### src/inc/alarm_regs.svh
// register offsets, field positions and reset values of the alarm monitor
`ifndef ALARM_REGS_SVH
`define ALARM_REGS_SVH
`define REG_CTRL 8'h00
`define REG_SINK 8'h04
`define REG_PWR_MASK 8'h08
`define REG_PORT_MASK 8'h0C
`define REG_STATUS 8'h10
`define REG_CLEAR 8'h14
`define REG_IRQ_EN 8'h18
`define REG_LIVE 8'h1C
`define CTRL_IO_EN 0
`define CTRL_FAULT_EN 1
`define CTRL_EDGE0 2
`define CTRL_EDGE1 3
`define CTRL_OUT_LVL 4
`define CTRL_TRIG_LSB 8
`define CTRL_CLASS_LSB 12
`define CTRL_WMASK 32'h00003F1F
`define CTRL_RST 32'h00000000
`define SINK_RST 4'h3
`define IRQ_EN_RST 4'h0
`define EVT_IN0 0
`define EVT_IN1 1
`define EVT_PORT 2
`define EVT_PWR 3
`define SINK_LOCAL 0
`define SINK_REMOTE 1
`define SINK_TRAP 2
`define SINK_MAIL 3
`define HSIZE_WORD 3'h2
`endif

### src/inc/alarm_pkg.sv
// types and shared helpers of the alarm monitor
package alarm_pkg;
	typedef logic [3:0] evt_t;

	function automatic logic edge_hit(input logic rising, input logic cur, input logic prev);
		edge_hit = rising ? (cur & ~prev) : (~cur & prev);
	endfunction

	function automatic logic any_fail(input logic [31:0] mask, input logic [31:0] bad);
		any_fail = |(mask & bad);
	endfunction
endpackage

### src/inc/alarm_event_if.sv
// event, clear and status signals between the monitor and its status keeper
`timescale 1ns/10ps
`default_nettype none
interface alarm_event_if;
	alarm_pkg::evt_t evt;
	alarm_pkg::evt_t clr;
	alarm_pkg::evt_t ien;
	alarm_pkg::evt_t status;
	logic irq;
	modport producer (output evt, output clr, output ien, input status, input irq);
	modport keeper (input evt, input clr, input ien, output status, output irq);
endinterface
`default_nettype wire

### src/logic/alarm_digital_io_monitor.sv
// alarm monitor top: digital inputs, digital output, fault indicator, event sinks, ahb-lite registers
//
// Overview of operation
// RQ1: digital input detection and output driving run only while the io enable is set, else the output is inactive.
// RQ2: each digital input raises an event on its selected edge, falling or rising.
// RQ3: each event goes to local log, remote syslog, trap and mail sinks, each with its own enable.
// RQ4: after reset the trap and mail sink enables are cleared.
// RQ5: a monitored port or power failure drives the digital output to the chosen level.
// RQ6: output triggers are individually chosen among port fail, power fail, input zero and input one events.
// RQ7: a power mask picks the monitored power inputs; unmasked inputs never count as power failure.
// RQ8: a port mask picks the monitored ports; only link loss on a selected port is a port failure.
// RQ9: the fault indicator path works only while its own enable is set, apart from the io enable.
// RQ10: software selects which failure classes, port and power, drive the fault indicator.
// RQ11: with both power inputs monitored, failure of either lights the fault indicator.
// RQ12: link loss on a selected port lights the fault indicator, unselected ports do not.
// RQ13: inputs pass a two-stage synchroniser and edge events are one-cycle pulses from synced samples.
`timescale 1ns/10ps
`default_nettype none
`include "alarm_regs.svh"
module alarm_digital_io_monitor #(
	parameter int NPORT = 10,
	parameter int NPWR = 2
) (
	// clock and reset
	input wire logic hclk,
	input wire logic hresetn,

	// ahb-lite slave
	input wire logic hsel,
	input wire logic [31:0] haddr,
	input wire logic [1:0] htrans,
	input wire logic hwrite,
	input wire logic [2:0] hsize,
	input wire logic [31:0] hwdata,
	input wire logic hready,
	output logic hreadyout,
	output logic [31:0] hrdata,
	output logic hresp,

	// external contacts
	input wire logic alarm_input_zero,
	input wire logic alarm_input_one,

	// monitored health
	input wire logic [NPORT-1:0] port_link_up,
	input wire logic [NPWR-1:0] power_good,

	// alarm outputs
	output logic alarm_output,
	output logic fault_indicator,

	// event sinks
	output logic sink_local_log,
	output logic sink_remote_log,
	output logic sink_trap,
	output logic sink_mail,
	output logic [3:0] sink_source,

	// interrupt
	output logic irq
);

	// configuration registers
	logic [31:0] ctrl;
	logic [3:0] sink_en;
	logic [NPWR-1:0] pwr_mask;
	logic [NPORT-1:0] port_mask;
	logic [3:0] irq_en;

	// bus data phase state
	logic dp_write;
	logic dp_read;
	logic [7:0] dp_addr;

	// monitor state
	logic port_fail;
	logic power_fail;
	logic port_fail_q;
	logic power_fail_q;
	logic lvl0;
	logic lvl1;
	logic in0_pulse;
	logic in1_pulse;

	alarm_event_if ev_bus ();

	// control fields
	wire io_en = ctrl[`CTRL_IO_EN];
	wire fault_en = ctrl[`CTRL_FAULT_EN];
	wire edge0_rise = ctrl[`CTRL_EDGE0];
	wire edge1_rise = ctrl[`CTRL_EDGE1];
	wire out_lvl = ctrl[`CTRL_OUT_LVL];
	wire [3:0] trig_sel = ctrl[`CTRL_TRIG_LSB +: 4];
	wire [1:0] class_sel = ctrl[`CTRL_CLASS_LSB +: 2];
	wire cls_port = class_sel[0];
	wire cls_pwr = class_sel[1];

	// address phase decode
	wire take = hsel & hready & htrans[1];
	wire take_read = take & ~hwrite;
	wire take_write = take & hwrite & (hsize == `HSIZE_WORD);

	// data phase write strobes
	wire wr_ctrl = dp_write & (dp_addr == `REG_CTRL);
	wire wr_sink = dp_write & (dp_addr == `REG_SINK);
	wire wr_pwr = dp_write & (dp_addr == `REG_PWR_MASK);
	wire wr_port = dp_write & (dp_addr == `REG_PORT_MASK);
	wire wr_clear = dp_write & (dp_addr == `REG_CLEAR);
	wire wr_ien = dp_write & (dp_addr == `REG_IRQ_EN);

	// failure detection
	wire next_port_fail = alarm_pkg::any_fail(32'(port_mask), 32'(~port_link_up)); // RQ8
	wire next_power_fail = alarm_pkg::any_fail(32'(pwr_mask), 32'(~power_good)); // RQ7

	// fault events are recorded only through the fault path
	wire port_evt = fault_en & cls_port & port_fail & ~port_fail_q;
	wire pwr_evt = fault_en & cls_pwr & power_fail & ~power_fail_q;
	wire [3:0] evt = {pwr_evt, port_evt, in1_pulse, in0_pulse};
	wire any_evt = |evt;

	// digital output trigger sources, input events held by their sticky status
	wire [3:0] trig_src;
	assign trig_src[`EVT_IN0] = ev_bus.status[`EVT_IN0];
	assign trig_src[`EVT_IN1] = ev_bus.status[`EVT_IN1];
	assign trig_src[`EVT_PORT] = port_fail;
	assign trig_src[`EVT_PWR] = power_fail;
	wire trig_hit = io_en & |(trig_sel & trig_src); // RQ6
	wire next_alarm_output = trig_hit ? out_lvl : ~out_lvl; // RQ1 RQ5

	// fault indicator
	wire next_fault = fault_en & ((cls_port & port_fail) | (cls_pwr & power_fail)); // RQ9 RQ10

	// status block hookup
	assign ev_bus.evt = evt;
	assign ev_bus.clr = wr_clear ? hwdata[3:0] : 4'h0;
	assign ev_bus.ien = irq_en;

	// read multiplexer
	wire [31:0] live = 32'({fault_indicator, alarm_output, power_fail, port_fail, lvl1, lvl0});
	wire [31:0] rd_word =
		(dp_addr == `REG_CTRL) ? ctrl :
		(dp_addr == `REG_SINK) ? 32'(sink_en) :
		(dp_addr == `REG_PWR_MASK) ? 32'(pwr_mask) :
		(dp_addr == `REG_PORT_MASK) ? 32'(port_mask) :
		(dp_addr == `REG_STATUS) ? 32'(ev_bus.status) :
		(dp_addr == `REG_IRQ_EN) ? 32'(irq_en) :
		(dp_addr == `REG_LIVE) ? live :
		32'h00000000;

	alarm_input_edge u_edge0 (
		.hclk(hclk),
		.hresetn(hresetn),
		.pin(alarm_input_zero),
		.rising(edge0_rise),
		.enable(io_en),
		.level(lvl0),
		.pulse(in0_pulse)
	);

	alarm_input_edge u_edge1 (
		.hclk(hclk),
		.hresetn(hresetn),
		.pin(alarm_input_one),
		.rising(edge1_rise),
		.enable(io_en),
		.level(lvl1),
		.pulse(in1_pulse)
	);

	alarm_event_status u_status (
		.hclk(hclk),
		.hresetn(hresetn),
		.ev(ev_bus)
	);

	// bus phase tracking; reads take one wait state
	always_ff @(posedge hclk or negedge hresetn) begin
		if (!hresetn) begin
			dp_write <= 1'b0;
			dp_read <= 1'b0;
			dp_addr <= 8'h00;
			hreadyout <= 1'b1;
			hrdata <= 32'h00000000;
			hresp <= 1'b0;
		end else begin
			dp_write <= take_write;
			dp_read <= take_read;
			if (take) begin
				dp_addr <= haddr[7:0];
			end
			hreadyout <= ~take_read;
			if (dp_read) begin
				hrdata <= rd_word;
			end
			hresp <= 1'b0;
		end
	end

	// configuration writes
	always_ff @(posedge hclk or negedge hresetn) begin
		if (!hresetn) begin
			ctrl <= `CTRL_RST;
			sink_en <= `SINK_RST; // RQ4
			pwr_mask <= '0;
			port_mask <= '0;
			irq_en <= `IRQ_EN_RST;
		end else begin
			if (wr_ctrl) begin
				ctrl <= hwdata & `CTRL_WMASK;
			end
			if (wr_sink) begin
				sink_en <= hwdata[3:0];
			end
			if (wr_pwr) begin
				pwr_mask <= hwdata[NPWR-1:0];
			end
			if (wr_port) begin
				port_mask <= hwdata[NPORT-1:0];
			end
			if (wr_ien) begin
				irq_en <= hwdata[3:0];
			end
		end
	end

	// monitor, outputs and sinks
	always_ff @(posedge hclk or negedge hresetn) begin
		if (!hresetn) begin
			port_fail <= 1'b0;
			power_fail <= 1'b0;
			port_fail_q <= 1'b0;
			power_fail_q <= 1'b0;
			alarm_output <= 1'b1;
			fault_indicator <= 1'b0;
			sink_local_log <= 1'b0;
			sink_remote_log <= 1'b0;
			sink_trap <= 1'b0;
			sink_mail <= 1'b0;
			sink_source <= 4'h0;
			irq <= 1'b0;
		end else begin
			port_fail <= next_port_fail; // RQ8
			power_fail <= next_power_fail; // RQ7
			port_fail_q <= port_fail;
			power_fail_q <= power_fail;
			alarm_output <= next_alarm_output; // RQ5
			fault_indicator <= next_fault; // RQ11 RQ12
			sink_local_log <= any_evt & sink_en[`SINK_LOCAL]; // RQ3
			sink_remote_log <= any_evt & sink_en[`SINK_REMOTE]; // RQ3
			sink_trap <= any_evt & sink_en[`SINK_TRAP]; // RQ3
			sink_mail <= any_evt & sink_en[`SINK_MAIL]; // RQ3
			sink_source <= evt;
			irq <= ev_bus.irq;
		end
	end

	property p_io_off;
		@(posedge hclk) disable iff (!hresetn)
		!io_en |=> !in0_pulse && !in1_pulse && alarm_output == !$past(out_lvl);
	endproperty
	a_io_off: assert property (p_io_off) else $error("io disabled but input or output active"); // RQ1

	property p_sink_route;
		@(posedge hclk) disable iff (!hresetn)
		any_evt |=> sink_local_log == $past(sink_en[0]) && sink_remote_log == $past(sink_en[1])
			&& sink_trap == $past(sink_en[2]) && sink_mail == $past(sink_en[3]) && sink_source == $past(evt);
	endproperty
	a_sink_route: assert property (p_sink_route) else $error("event routed to wrong sinks"); // RQ3

	property p_sink_reset;
		@(posedge hclk) disable iff (!hresetn)
		$past(!hresetn) |-> !sink_en[2] && !sink_en[3];
	endproperty
	a_sink_reset: assert property (p_sink_reset) else $error("trap or mail enabled out of reset"); // RQ4

	property p_out_port;
		@(posedge hclk) disable iff (!hresetn)
		io_en && trig_sel[2] && port_fail |=> alarm_output == $past(out_lvl);
	endproperty
	a_out_port: assert property (p_out_port) else $error("port failure did not drive output level"); // RQ5

	property p_out_source;
		@(posedge hclk) disable iff (!hresetn)
		io_en && (trig_sel & trig_src) == 4'h0 |=> alarm_output == !$past(out_lvl);
	endproperty
	a_out_source: assert property (p_out_source) else $error("output asserted without selected source"); // RQ6

	property p_pwr_mask;
		@(posedge hclk) disable iff (!hresetn)
		(32'(pwr_mask) & 32'(~power_good)) == 32'h00000000 |=> !power_fail;
	endproperty
	a_pwr_mask: assert property (p_pwr_mask) else $error("unmonitored power input counted"); // RQ7

	property p_port_mask;
		@(posedge hclk) disable iff (!hresetn)
		(32'(port_mask) & 32'(~port_link_up)) != 32'h00000000 |=> port_fail;
	endproperty
	a_port_mask: assert property (p_port_mask) else $error("selected port link loss missed"); // RQ8

	property p_fault_off;
		@(posedge hclk) disable iff (!hresetn)
		!fault_en |=> !fault_indicator;
	endproperty
	a_fault_off: assert property (p_fault_off) else $error("fault indicator lit while disabled"); // RQ9

	property p_fault_class;
		@(posedge hclk) disable iff (!hresetn)
		!cls_port && !cls_pwr |=> !fault_indicator;
	endproperty
	a_fault_class: assert property (p_fault_class) else $error("fault lit with no class selected"); // RQ10

	property p_fault_pwr;
		@(posedge hclk) disable iff (!hresetn)
		fault_en && cls_pwr && power_fail |=> fault_indicator;
	endproperty
	a_fault_pwr: assert property (p_fault_pwr) else $error("power failure did not light fault"); // RQ11

	property p_fault_port;
		@(posedge hclk) disable iff (!hresetn)
		fault_en && cls_port && port_fail |=> fault_indicator;
	endproperty
	a_fault_port: assert property (p_fault_port) else $error("port failure did not light fault"); // RQ12

	property p_input_path;
		@(posedge hclk) disable iff (!hresetn)
		$rose(alarm_input_zero) ##2 (io_en && edge0_rise) |=> in0_pulse;
	endproperty
	a_input_path: assert property (p_input_path) else $error("input edge not seen after two stages"); // RQ13

	property p_out_pwr;
		@(posedge hclk) disable iff (!hresetn)
		io_en && trig_sel[`EVT_PWR] && power_fail |=> alarm_output == $past(out_lvl);
	endproperty
	a_out_pwr: assert property (p_out_pwr) else $error("power failure did not drive output level"); // RQ6

	property p_out_input;
		@(posedge hclk) disable iff (!hresetn)
		io_en && trig_sel[`EVT_IN1] && ev_bus.status[`EVT_IN1] |=> alarm_output == $past(out_lvl);
	endproperty
	a_out_input: assert property (p_out_input) else $error("input event did not drive output level"); // RQ6

	property p_fault_record;
		@(posedge hclk) disable iff (!hresetn)
		fault_en && cls_pwr && power_fail && !power_fail_q |=> sink_source[`EVT_PWR] && ev_bus.status[`EVT_PWR];
	endproperty
	a_fault_record: assert property (p_fault_record) else $error("power failure event not recorded"); // RQ3
endmodule
`default_nettype wire

### src/logic/alarm_input_edge.sv
// two-stage synchroniser and selectable edge detector for one alarm input
`timescale 1ns/10ps
`default_nettype none
module alarm_input_edge (
	// clock and reset
	input wire logic hclk,
	input wire logic hresetn,
	// pin and control
	input wire logic pin,
	input wire logic rising,
	input wire logic enable,
	// results
	output logic level,
	output logic pulse
);
	logic sync1;
	logic prev;
	wire hit = alarm_pkg::edge_hit(rising, level, prev);

	always_ff @(posedge hclk or negedge hresetn) begin
		if (!hresetn) begin
			sync1 <= 1'b0;
			level <= 1'b0;
			prev <= 1'b0;
			pulse <= 1'b0;
		end else begin
			sync1 <= pin; // RQ13
			level <= sync1; // RQ13
			prev <= level;
			pulse <= enable & hit; // RQ2
		end
	end

	property p_edge_pulse;
		@(posedge hclk) disable iff (!hresetn)
		enable && (rising ? (level && !prev) : (!level && prev)) |=> pulse;
	endproperty
	a_edge_pulse: assert property (p_edge_pulse) else $error("selected edge gave no pulse"); // RQ2

	property p_single_pulse;
		@(posedge hclk) disable iff (!hresetn)
		pulse |=> !pulse;
	endproperty
	a_single_pulse: assert property (p_single_pulse) else $error("edge pulse longer than one cycle"); // RQ13
endmodule
`default_nettype wire

### src/logic/alarm_event_status.sv
// sticky event status with clear and enable, one level interrupt
`timescale 1ns/10ps
`default_nettype none
module alarm_event_status (
	// clock and reset
	input wire logic hclk,
	input wire logic hresetn,
	// events in, status out
	alarm_event_if.keeper ev
);
	alarm_pkg::evt_t next_status;
	assign next_status = (ev.status & ~ev.clr) | ev.evt;

	always_ff @(posedge hclk or negedge hresetn) begin
		if (!hresetn) begin
			ev.status <= 4'h0;
			ev.irq <= 1'b0;
		end else begin
			ev.status <= next_status;
			ev.irq <= |(next_status & ev.ien);
		end
	end

	property p_set_wins;
		@(posedge hclk) disable iff (!hresetn)
		(ev.evt & ev.clr) != 4'h0 |=> (ev.status & $past(ev.evt & ev.clr)) == $past(ev.evt & ev.clr);
	endproperty
	a_set_wins: assert property (p_set_wins) else $error("event lost against clear");

	property p_irq_level;
		@(posedge hclk) disable iff (!hresetn)
		ev.irq == ((ev.status & $past(ev.ien)) != 4'h0);
	endproperty
	a_irq_level: assert property (p_irq_level) else $error("interrupt disagrees with status");
endmodule
`default_nettype wire

### config.mk
export PLATFORM = sky130hd
export DESIGN_NAME = alarm_digital_io_monitor
export DESIGN_NICKNAME = d
export VERILOG_FILES = /design/src/inc/alarm_pkg.sv /design/src/inc/alarm_event_if.sv /design/src/logic/alarm_digital_io_monitor.sv /design/src/logic/alarm_input_edge.sv /design/src/logic/alarm_event_status.sv
export VERILOG_INCLUDE_DIRS = /design/src /design/src/inc
export SDC_FILE = /design/constraint.sdc
export NUM_CORES = 1
export LEC_CHECK = 0
export BUFFER_PORTS_ARGS = -buffer_cell sky130_fd_sc_hd__buf_2
export CORE_MARGIN = 1
export CORE_UTILIZATION = 53
export DETAILED_ROUTE_END_ITERATION = 12
export PLACE_DENSITY = 0.84
export SLEW_MARGIN = 10
export SYNTH_ARGS = -nofsm -noshare
export SYNTH_HDL_FRONTEND = slang
export SYNTH_SLANG_ARGS = --single-unit
export TNS_END_PERCENT = 50
### constraint.sdc
create_clock -name hclk -period 2.7 [get_ports hclk]
set_input_delay 0.27 -clock hclk [delete_from_list [all_inputs] [get_ports hclk]]
set_output_delay 0.27 -clock hclk [all_outputs]
set_load 0.005 [all_outputs]
==> key figures, run 1 <==
Status
  – Outcome: finished clean

STA
  – Max Clock Skew: 14.5 ps
  – Worst-margin pin slew: 1010 ps
  – F_max: 0.478 GHz
  – Endpoints failing setup: 0
  – Hold Slack: 28.6 ps
  – Fin crit share: 77.4%
  – Total negative setup slack: 0 ps
  – Max_slew headroom: 32.6%
  – RSZ-0062 raised after global routing: no
  – Period minus WS final: 2090 ps
  – Fin. Hold Viols: 0
  – Slew Limit Fails: 0

Routing
  – Avg Vias per Cell: 5.49
  – DR WL/cell: 15.8 um
  – Drt pass-1 iters: 4
  – DR vias: 2601
  – Initial DRC count: 212
  – DRT antenna net count: 0
  – Final wirelength: 7490 um
  – Remaining DRCs: 0

Synth
  – Top FF cell, synth: dfrtp_1
  – Register area share after synthesis: 56.9%
  – Cell Area, Synth: 3710 um2
  – Post-synthesis area per instance: 11.8 um2
  – Synthesized flop and latch total: 84
  – EDFF count, synth: 0
  – Count of cell types in the netlist: 48
  – Syn Inst Count: 313
  – Post-synth ARST share: 100%
  – Syn. warnings: 0

Placed design
  – Dpl hpwl: 5430 um
  – Placed instance area: 4090 um2
  – Port Buffers: 70
  – RD Place Congestion: 0.826
  – Placed insts: 458

Worst setup path
  – R2R Path End: ctrl[9]$_DFFE_PN0P_
  – Critical Path RT: 2930 ps
  – Reg-to-reg critical path startpoint: dp_addr[6]$_DFFE_PN0P_
  – Worst-path fanout max: 8
  – Worst path max stage delay: 440 ps
  – Worst R2R Path Depth: 5
  – WP buf/inv: 1
  – Max stage delay cell, worst path: or3b_4
  – Cell Chain, Critical Path: or3b_4, nor3_2, nand3_1, buf_4, mux2_1
  – Crit path kind: reg -> reg
  – CP startpoint kind: flip-flop
  – Crit end category: flip-flop
  – Worst path arrival time: 2320 ps
  – Crit-path leading delay family: simple AND/OR/NAND/NOR gates
  – Register-to-Register Setup Slack: 610 ps

Floorplanning
  – Core Box Area: 6760 um2
  – Die area: 7330 um2
  – I/O pins: 133
  – Die X: 85.6 um
  – # rows: 30
  – Die Y: 85.6 um
  – Starting Density: 54.9%

Final layout
  – Register area: 2110 um2
  – Fillers: 514
  – Synth-to-Final Area Change: 14.9%
  – Layout net count: 477
  – Area occupied by multi-input gates: 1390 um2
  – Final Core Density: 63.0%
  – Fin area: 4260 um2
  – Ant. Diodes: 0
  – Layout cells sized above 1: 35.0%
  – Finished Layout Cells: 474

Global routing
  – Initial antenna violation count: 0
  – Remaining Overflow, GRT: 0
  – Vias in the first global route: 2564
  – Total global-route track usage: 22.4%
  – First-pass GRT wire length: 12500 um
  – Largest net degree at the start of global routing: 85

Clock network
  – Post CTS Setup Buffer Count: 0
  – Hold_buf cts: 0
  – Worst-path clk slew: 80 ps
  – Total clock buffers created by CTS: 9
  – Number of clock sinks: 84
  – Clock root buffer: clkbuf_8
  – Max Root-Sink Buffers: 2
  – CTS tree: built
  – Post-CTS sizing: 0
  – Clock Latency Late Sink: 350 ps
  – H-tree Lvls: 3

Run
  – Max-cap violations: 0

Min path
  – Worst Hold Path EP: u_edge0.sync1$_DFF_PN0_
  – HP Class: in -> reg
  – Hold Path Stages: 1
  – Min-delay src: alarm_input_zero

Power and ir drop
  – NetSw: 692 uW
  – Switching share of power: 27.1%
  – Combinational power share: 12.8%
  – Clk network pwr share: 31.1%
  – Sequential Power Share: 56.1%
  – Leak: 0.00202 uW
  – Peak VDD IR: 0.418 mV
  – Power Density: 600 nW/um2
  – Int Pwr: 1860 uW
cell usage in the layout (no fill, tap or decap), types with 2 or more instances in the layout:
cell	count
nor3b_1	4
nor2b_1	6
o21ai_0	11
nand4_1	3
buf_4	7
clkbuf_8	10
o221ai_1	2
inv_1	24
nand3_1	13
a211o_1	2
a21o_1	2
a21oi_1	7
nor2_1	12
a311o_1	2
nand2_1	21
nor3_1	2
dfrtp_1	80
clkinvlp_4	2
clkinv_2	2
mux2_2	37
mux2i_1	4
o32ai_1	2
and2_1	6
a22o_1	3
dfstp_2	4
clkbuf_1	2
conb_1	19
mux2_1	6
buf_2	69
a22oi_1	4
o22ai_1	7
layer usage:
layer | vias to the layer above | share of wire [%] | track usage [%]
li1 | 1213 | - | -
met4 | 0 | 2.3 | 10.3
met2 | 104 | 49 | 36.0
met3 | 17 | 5.1 | 4.52
met5 | - | 0 | 0
met1 | 1267 | 44 | 29.6
synthesized netlist by cell type, drive strengths merged (2+ instances only):
cell type / number / area, um2
a211o: 2 / 17.5
a21o: 2 / 15.0
a21oi: 7 / 35.0
a22o: 3 / 26.3
a22oi: 4 / 30.0
a311o: 2 / 20.0
a41oi: 2 / 25.0
and2: 6 / 37.5
buf: 24 / 165
clkbuf: 5 / 18.8
dfrtp: 80 / 2000
dfstp: 4 / 105
inv: 24 / 90.1
mux2: 43 / 484
mux2i: 4 / 40.0
nand2: 21 / 78.8
nand3: 13 / 65.1
nand4: 3 / 18.8
nor2: 12 / 45.0
nor2b: 6 / 37.5
nor3: 3 / 20.0
nor3b: 5 / 48.8
nor4: 2 / 18.8
o21ai: 11 / 55.1
o221ai: 2 / 17.5
o22ai: 7 / 43.8
o32ai: 2 / 17.5
final cells by class:
class	instances	area share, %
Timing Repair Buffer	76	9.34
Tap cell	80	2.35
Sequential cell	84	49.5
Clock buffer	12	3.41
Multi-Input combinational cell	194	32.7
Inverter	24	2.12
Clock inverter	4	0.588
logic make-up (layout without fill, tap and decap cells):
logic type	Yosys count	after routing	synth area share, %
flip-flops	84	84	56.9
AO/OA/AOI/OAI	47	47	8.88
buffers and inverters	53	116	7.39
other	1	19	0.101
XOR/XNOR	1	1	0.236
multiplexers	47	47	14.1
AND/OR/NAND/NOR	80	80	12.4
state kept, by name (all words and copies together), names as in the netlist, 2 cells and up:
name	count
hrdata	14
ctrl	11
port_mask	10
dp_addr	8
ev_bus.ien	4
sink_en	4
sink_source	4
u_status.ev.status	4
pwr_mask	2
through the flow:
step	worst slack, ps	total power (uW)
floorplan	892	1660
global placement	648	1760
detailed placement	617	1780
CTS	606	2570
global route	484	2680
finish	610	2550
how the worst max path moves through the flow:
stage | startpoint | to | cells after the start
after floorplan | dp_addr[6]$_DFFE_PN0P_ | u_status.ev.irq$_DFF_PN0_ | 5
after global placement | dp_addr[6]$_DFFE_PN0P_ | ctrl[9]$_DFFE_PN0P_ | 5
after detailed placement | dp_addr[6]$_DFFE_PN0P_ | ctrl[9]$_DFFE_PN0P_ | 5
after CTS | dp_addr[6]$_DFFE_PN0P_ | ctrl[9]$_DFFE_PN0P_ | 5
after global routing | dp_addr[6]$_DFFE_PN0P_ | ctrl[9]$_DFFE_PN0P_ | 5
final | dp_addr[6]$_DFFE_PN0P_ | ctrl[9]$_DFFE_PN0P_ | 5
power by group through the flow:
stage,Clock (uW),Combinational (uW),Sequential (uW)
2_1_floorplan,0,236,1420
6_report,793,328,1430
3_3_place_gp,0,312,1450
3_5_place_dp,0,328,1460
5_1_grt,867,364,1450
4_1_cts,807,330,1430
Power figures use the tool's default switching activity.
==> run 2: changes to the inputs <==
--- a/config.mk
+++ b/config.mk
@@ -8,9 +8,9 @@
 export LEC_CHECK = 0
 export BUFFER_PORTS_ARGS = -buffer_cell sky130_fd_sc_hd__buf_2
 export CORE_MARGIN = 1
-export CORE_UTILIZATION = 53
+export CORE_UTILIZATION = 50
 export DETAILED_ROUTE_END_ITERATION = 12
-export PLACE_DENSITY = 0.84
+export PLACE_DENSITY = 0.8
 export SLEW_MARGIN = 10
 export SYNTH_ARGS = -nofsm -noshare
 export SYNTH_HDL_FRONTEND = slang
==> constraint.sdc (replaced) <==
create_clock -name hclk -period 2.1 [get_ports hclk]
set_input_delay 0.21 -clock hclk [delete_from_list [all_inputs] [get_ports hclk]]
set_output_delay 0.21 -clock hclk [all_outputs]
set_load 0.005 [all_outputs]
==> run 2 against run 1 <==
Net effect:
- critical path depth unchanged
- largest power group unchanged
- hold slack got worse by 1.6 ps
- highest routed layer unchanged
- critical path type unchanged
- critical endpoint is now u_status.ev.irq$_DFF_PN0_
- count of clock-buffer cells in the layout decreased by 3
- largest cell class unchanged
==> key figures, run 2 (same netlist as run 1, synthesis figures left out) <==
Power and ir drop
  – Peak VDD IR: 0.457 mV (was 0.418 mV)
  – Leak: 0.00208 uW (was 0.00202 uW)
  – NetSw: 923 uW (was 692 uW)
  – Combinational power share: 11.6% (was 12.8%)
  – Int Pwr: 2740 uW (was 1860 uW)
  – Switching share of power: 25.2% (was 27.1%)
  – Clk network pwr share: 38.1% (was 31.1%)
  – Power Density: 831 nW/um2 (was 600 nW/um2)
  – Sequential Power Share: 50.3% (was 56.1%)

STA
  – Slew Limit Fails: 0 (unchanged)
  – RSZ-0062 raised after global routing: no (unchanged)
  – Max_slew headroom: 64.6% (was 32.6%)
  – Total negative setup slack: 0 ps (unchanged)
  – Period minus WS final: 2000 ps (was 2090 ps)
  – Endpoints failing setup: 0 (unchanged)
  – Fin. Hold Viols: 0 (unchanged)
  – F_max: 0.500 GHz (was 0.478 GHz)
  – Fin crit share: 95.2% (was 77.4%)
  – Worst-margin pin slew: 531 ps (was 1010 ps)
  – Final WS setup: 100 ps (was 610 ps)
  – Max Clock Skew: 7.89 ps (was 14.5 ps)

Routing
  – DR vias: 2624 (was 2601)
  – Drt pass-1 iters: 4 (unchanged)
  – DR WL/cell: 15.3 um (was 15.8 um)
  – Remaining DRCs: 0 (unchanged)
  – Final wirelength: 7640 um (was 7490 um)
  – Avg Vias per Cell: 5.27 (was 5.49)
  – Initial DRC count: 222 (was 212)
  – DRT antenna net count: 0 (unchanged)

Global routing
  – Initial antenna violation count: 0 (unchanged)
  – Largest net degree at the start of global routing: 37 (was 85)
  – Total global-route track usage: 22.2% (was 22.4%)
  – Remaining Overflow, GRT: 0 (unchanged)
  – Vias in the first global route: 2489 (was 2564)
  – First-pass GRT wire length: 12600 um (was 12500 um)

Clock network
  – Total clock buffers created by CTS: 9 (unchanged)
  – CTS tree: built (unchanged)
  – H-tree Lvls: 3 (unchanged)
  – Clock Latency Late Sink: 360 ps (was 350 ps)
  – Max Root-Sink Buffers: 2 (unchanged)
  – Clock root buffer: clkbuf_8 (unchanged)
  – Worst-path clk slew: 90 ps (was 80 ps)
  – Number of clock sinks: 84 (unchanged)

Final layout
  – Layout net count: 482 (was 477)
  – Fin area: 4400 um2 (was 4260 um2)
  – Fillers: 598 (was 514)
  – Ant. Diodes: 0 (unchanged)
  – Synth-to-Final Area Change: 18.8% (was 14.9%)
  – Most common cell after layout, fill and taps aside: dfrtp_1 (unchanged)
  – Commonest non-fill, non-tap cells in the layout: dfrtp_1 (80), buf_2 (69), mux2_2 (37) (unchanged)
  – Biggest regs: hrdata (14), ctrl (11), port_mask (10) (unchanged)
  – Most flops, register: hrdata (unchanged)
  – Max reg flops: 14 (unchanged)
  – Layout cells sized above 1: 35.6% (was 35.0%)

Floorplanning
  – Die Y: 88.1 um (was 85.6 um)
  – Starting Density: 51.4% (was 54.9%)
  – Die X: 88.1 um (was 85.6 um)
  – Die area: 7760 um2 (was 7330 um2)
  – # rows: 31 (was 30)
  – I/O pins: 133 (unchanged)
  – Core Box Area: 7210 um2 (was 6760 um2)

Worst setup path
  – Critical Path RT: 2350 ps (was 2930 ps)
  – Cell Chain, Critical Path: or3b_4, nor3b_4, a41oi_2, a22o_1, a221o_1 (was or3b_4, nor3_2, nand3_1, buf_4, mux2_1)
  – Worst path max stage delay: 430 ps (was 440 ps)
  – Crit-path leading delay family: simple AND/OR/NAND/NOR gates (unchanged)
  – Max stage delay cell, worst path: or3b_4 (unchanged)
  – CP startpoint kind: flip-flop (unchanged)
  – WP buf/inv: 0 (was 1)
  – Worst setup path end: u_status.ev.irq$_DFF_PN0_ (was ctrl[9]$_DFFE_PN0P_)
  – Reg-to-reg critical path startpoint: dp_addr[6]$_DFFE_PN0P_ (unchanged)
  – Worst-path fanout max: 5 (was 8)
  – Worst path arrival time: 2250 ps (was 2320 ps)
  – Crit path kind: reg -> reg (unchanged)
  – CP Launch Point: dp_addr[6]$_DFFE_PN0P_ (unchanged)
  – Crit end category: flip-flop (unchanged)
  – R2R Path End: u_status.ev.irq$_DFF_PN0_ (was ctrl[9]$_DFFE_PN0P_)
  – Cell depth of the worst setup path: 5 (unchanged)
  – Worst R2R Path Depth: 5 (unchanged)
  – Register-to-Register Setup Slack: 100 ps (was 610 ps)

Status
  – Outcome: finished clean (unchanged)

Placed design
  – Placed instance area: 4130 um2 (was 4090 um2)
  – Place WS: 124 ps (was 617 ps)
  – Port Buffers: 70 (unchanged)
  – Dpl hpwl: 5540 um (was 5430 um)
  – RD Place Congestion: 0.814 (was 0.826)

Min path
  – HP Class: in -> reg (unchanged)
  – Min-delay src: power_good[1] (was alarm_input_zero)

Run
  – Max-cap violations: 0 (unchanged)
-- run 2: cell count changes in the layout (fill, tap and decap cells not counted), sizes merged --
cell	previous run	this run
clkbuf	12	9
bufinv	0	3
dlygate4sd3	0	3
clkinvlp	2	1
buf	76	78
inv	24	25
-- run 2: layout make-up --
cell class / instances / area [um2] / share of cell area [%]
Clock inverter: 7 / 124 / 2.81
Sequential cell: 84 / 2110 / 47.8
Tap cell: 99 / 124 / 2.81
Inverter: 24 / 90.1 / 2.05
Clock buffer: 9 / 124 / 2.81
Multi-Input combinational cell: 194 / 1390 / 31.6
Timing Repair Buffer: 81 / 443 / 10.1
-- run 2: power by group through the flow --
stage | sequential, uW | combinational (uW) | clock [uW]
after floorplan | 1830 | 303 | 0
after global routing | 1860 | 481 | 1500
after detailed placement | 1870 | 416 | 0
final | 1840 | 423 | 1400
after global placement | 1870 | 402 | 0
after CTS | 1840 | 425 | 1420
-- run 2: worst min-delay path by stage --
stage / to / cells past startpoint
2_1_floorplan: ctrl[0]$_DFFE_PN0P_ / 0
3_3_place_gp: u_edge0.prev$_DFF_PN0_ / 1
3_5_place_dp: u_edge0.prev$_DFF_PN0_ / 1
4_1_cts: power_fail$_DFF_PN0_ / 2
5_1_grt: power_fail$_DFF_PN0_ / 2
6_report: power_fail$_DFF_PN0_ / 2
-- run 2: what timing repair did --
action,in CTS,in global routing
hold buffers,3,0
resized for setup,0,0
setup buffers,0,0
endpoints found under the hold margin,35,0
-- run 2: metal layers --
layer  share of wire (%)  up-vias  global-route usage, %
li1                    -     1214                      -
met1                  41     1291                   29.6
met2                  50      101                   34.9
met3                 6.3       18                   5.28
met4                 2.7        0                   9.97
met5                   0        -                      0
-- run 2: through the flow --
stage	power (uW)	hold slack [ps]	utilization [%]	instances
after floorplan	2130	-85.6	-	331
after global routing	3840	14.4	61.0	498
after CTS	3690	19.2	61.0	498
after global placement	2270	188	57.2	479
final	3660	27.0	61.0	498
after detailed placement	2290	196	57.2	479
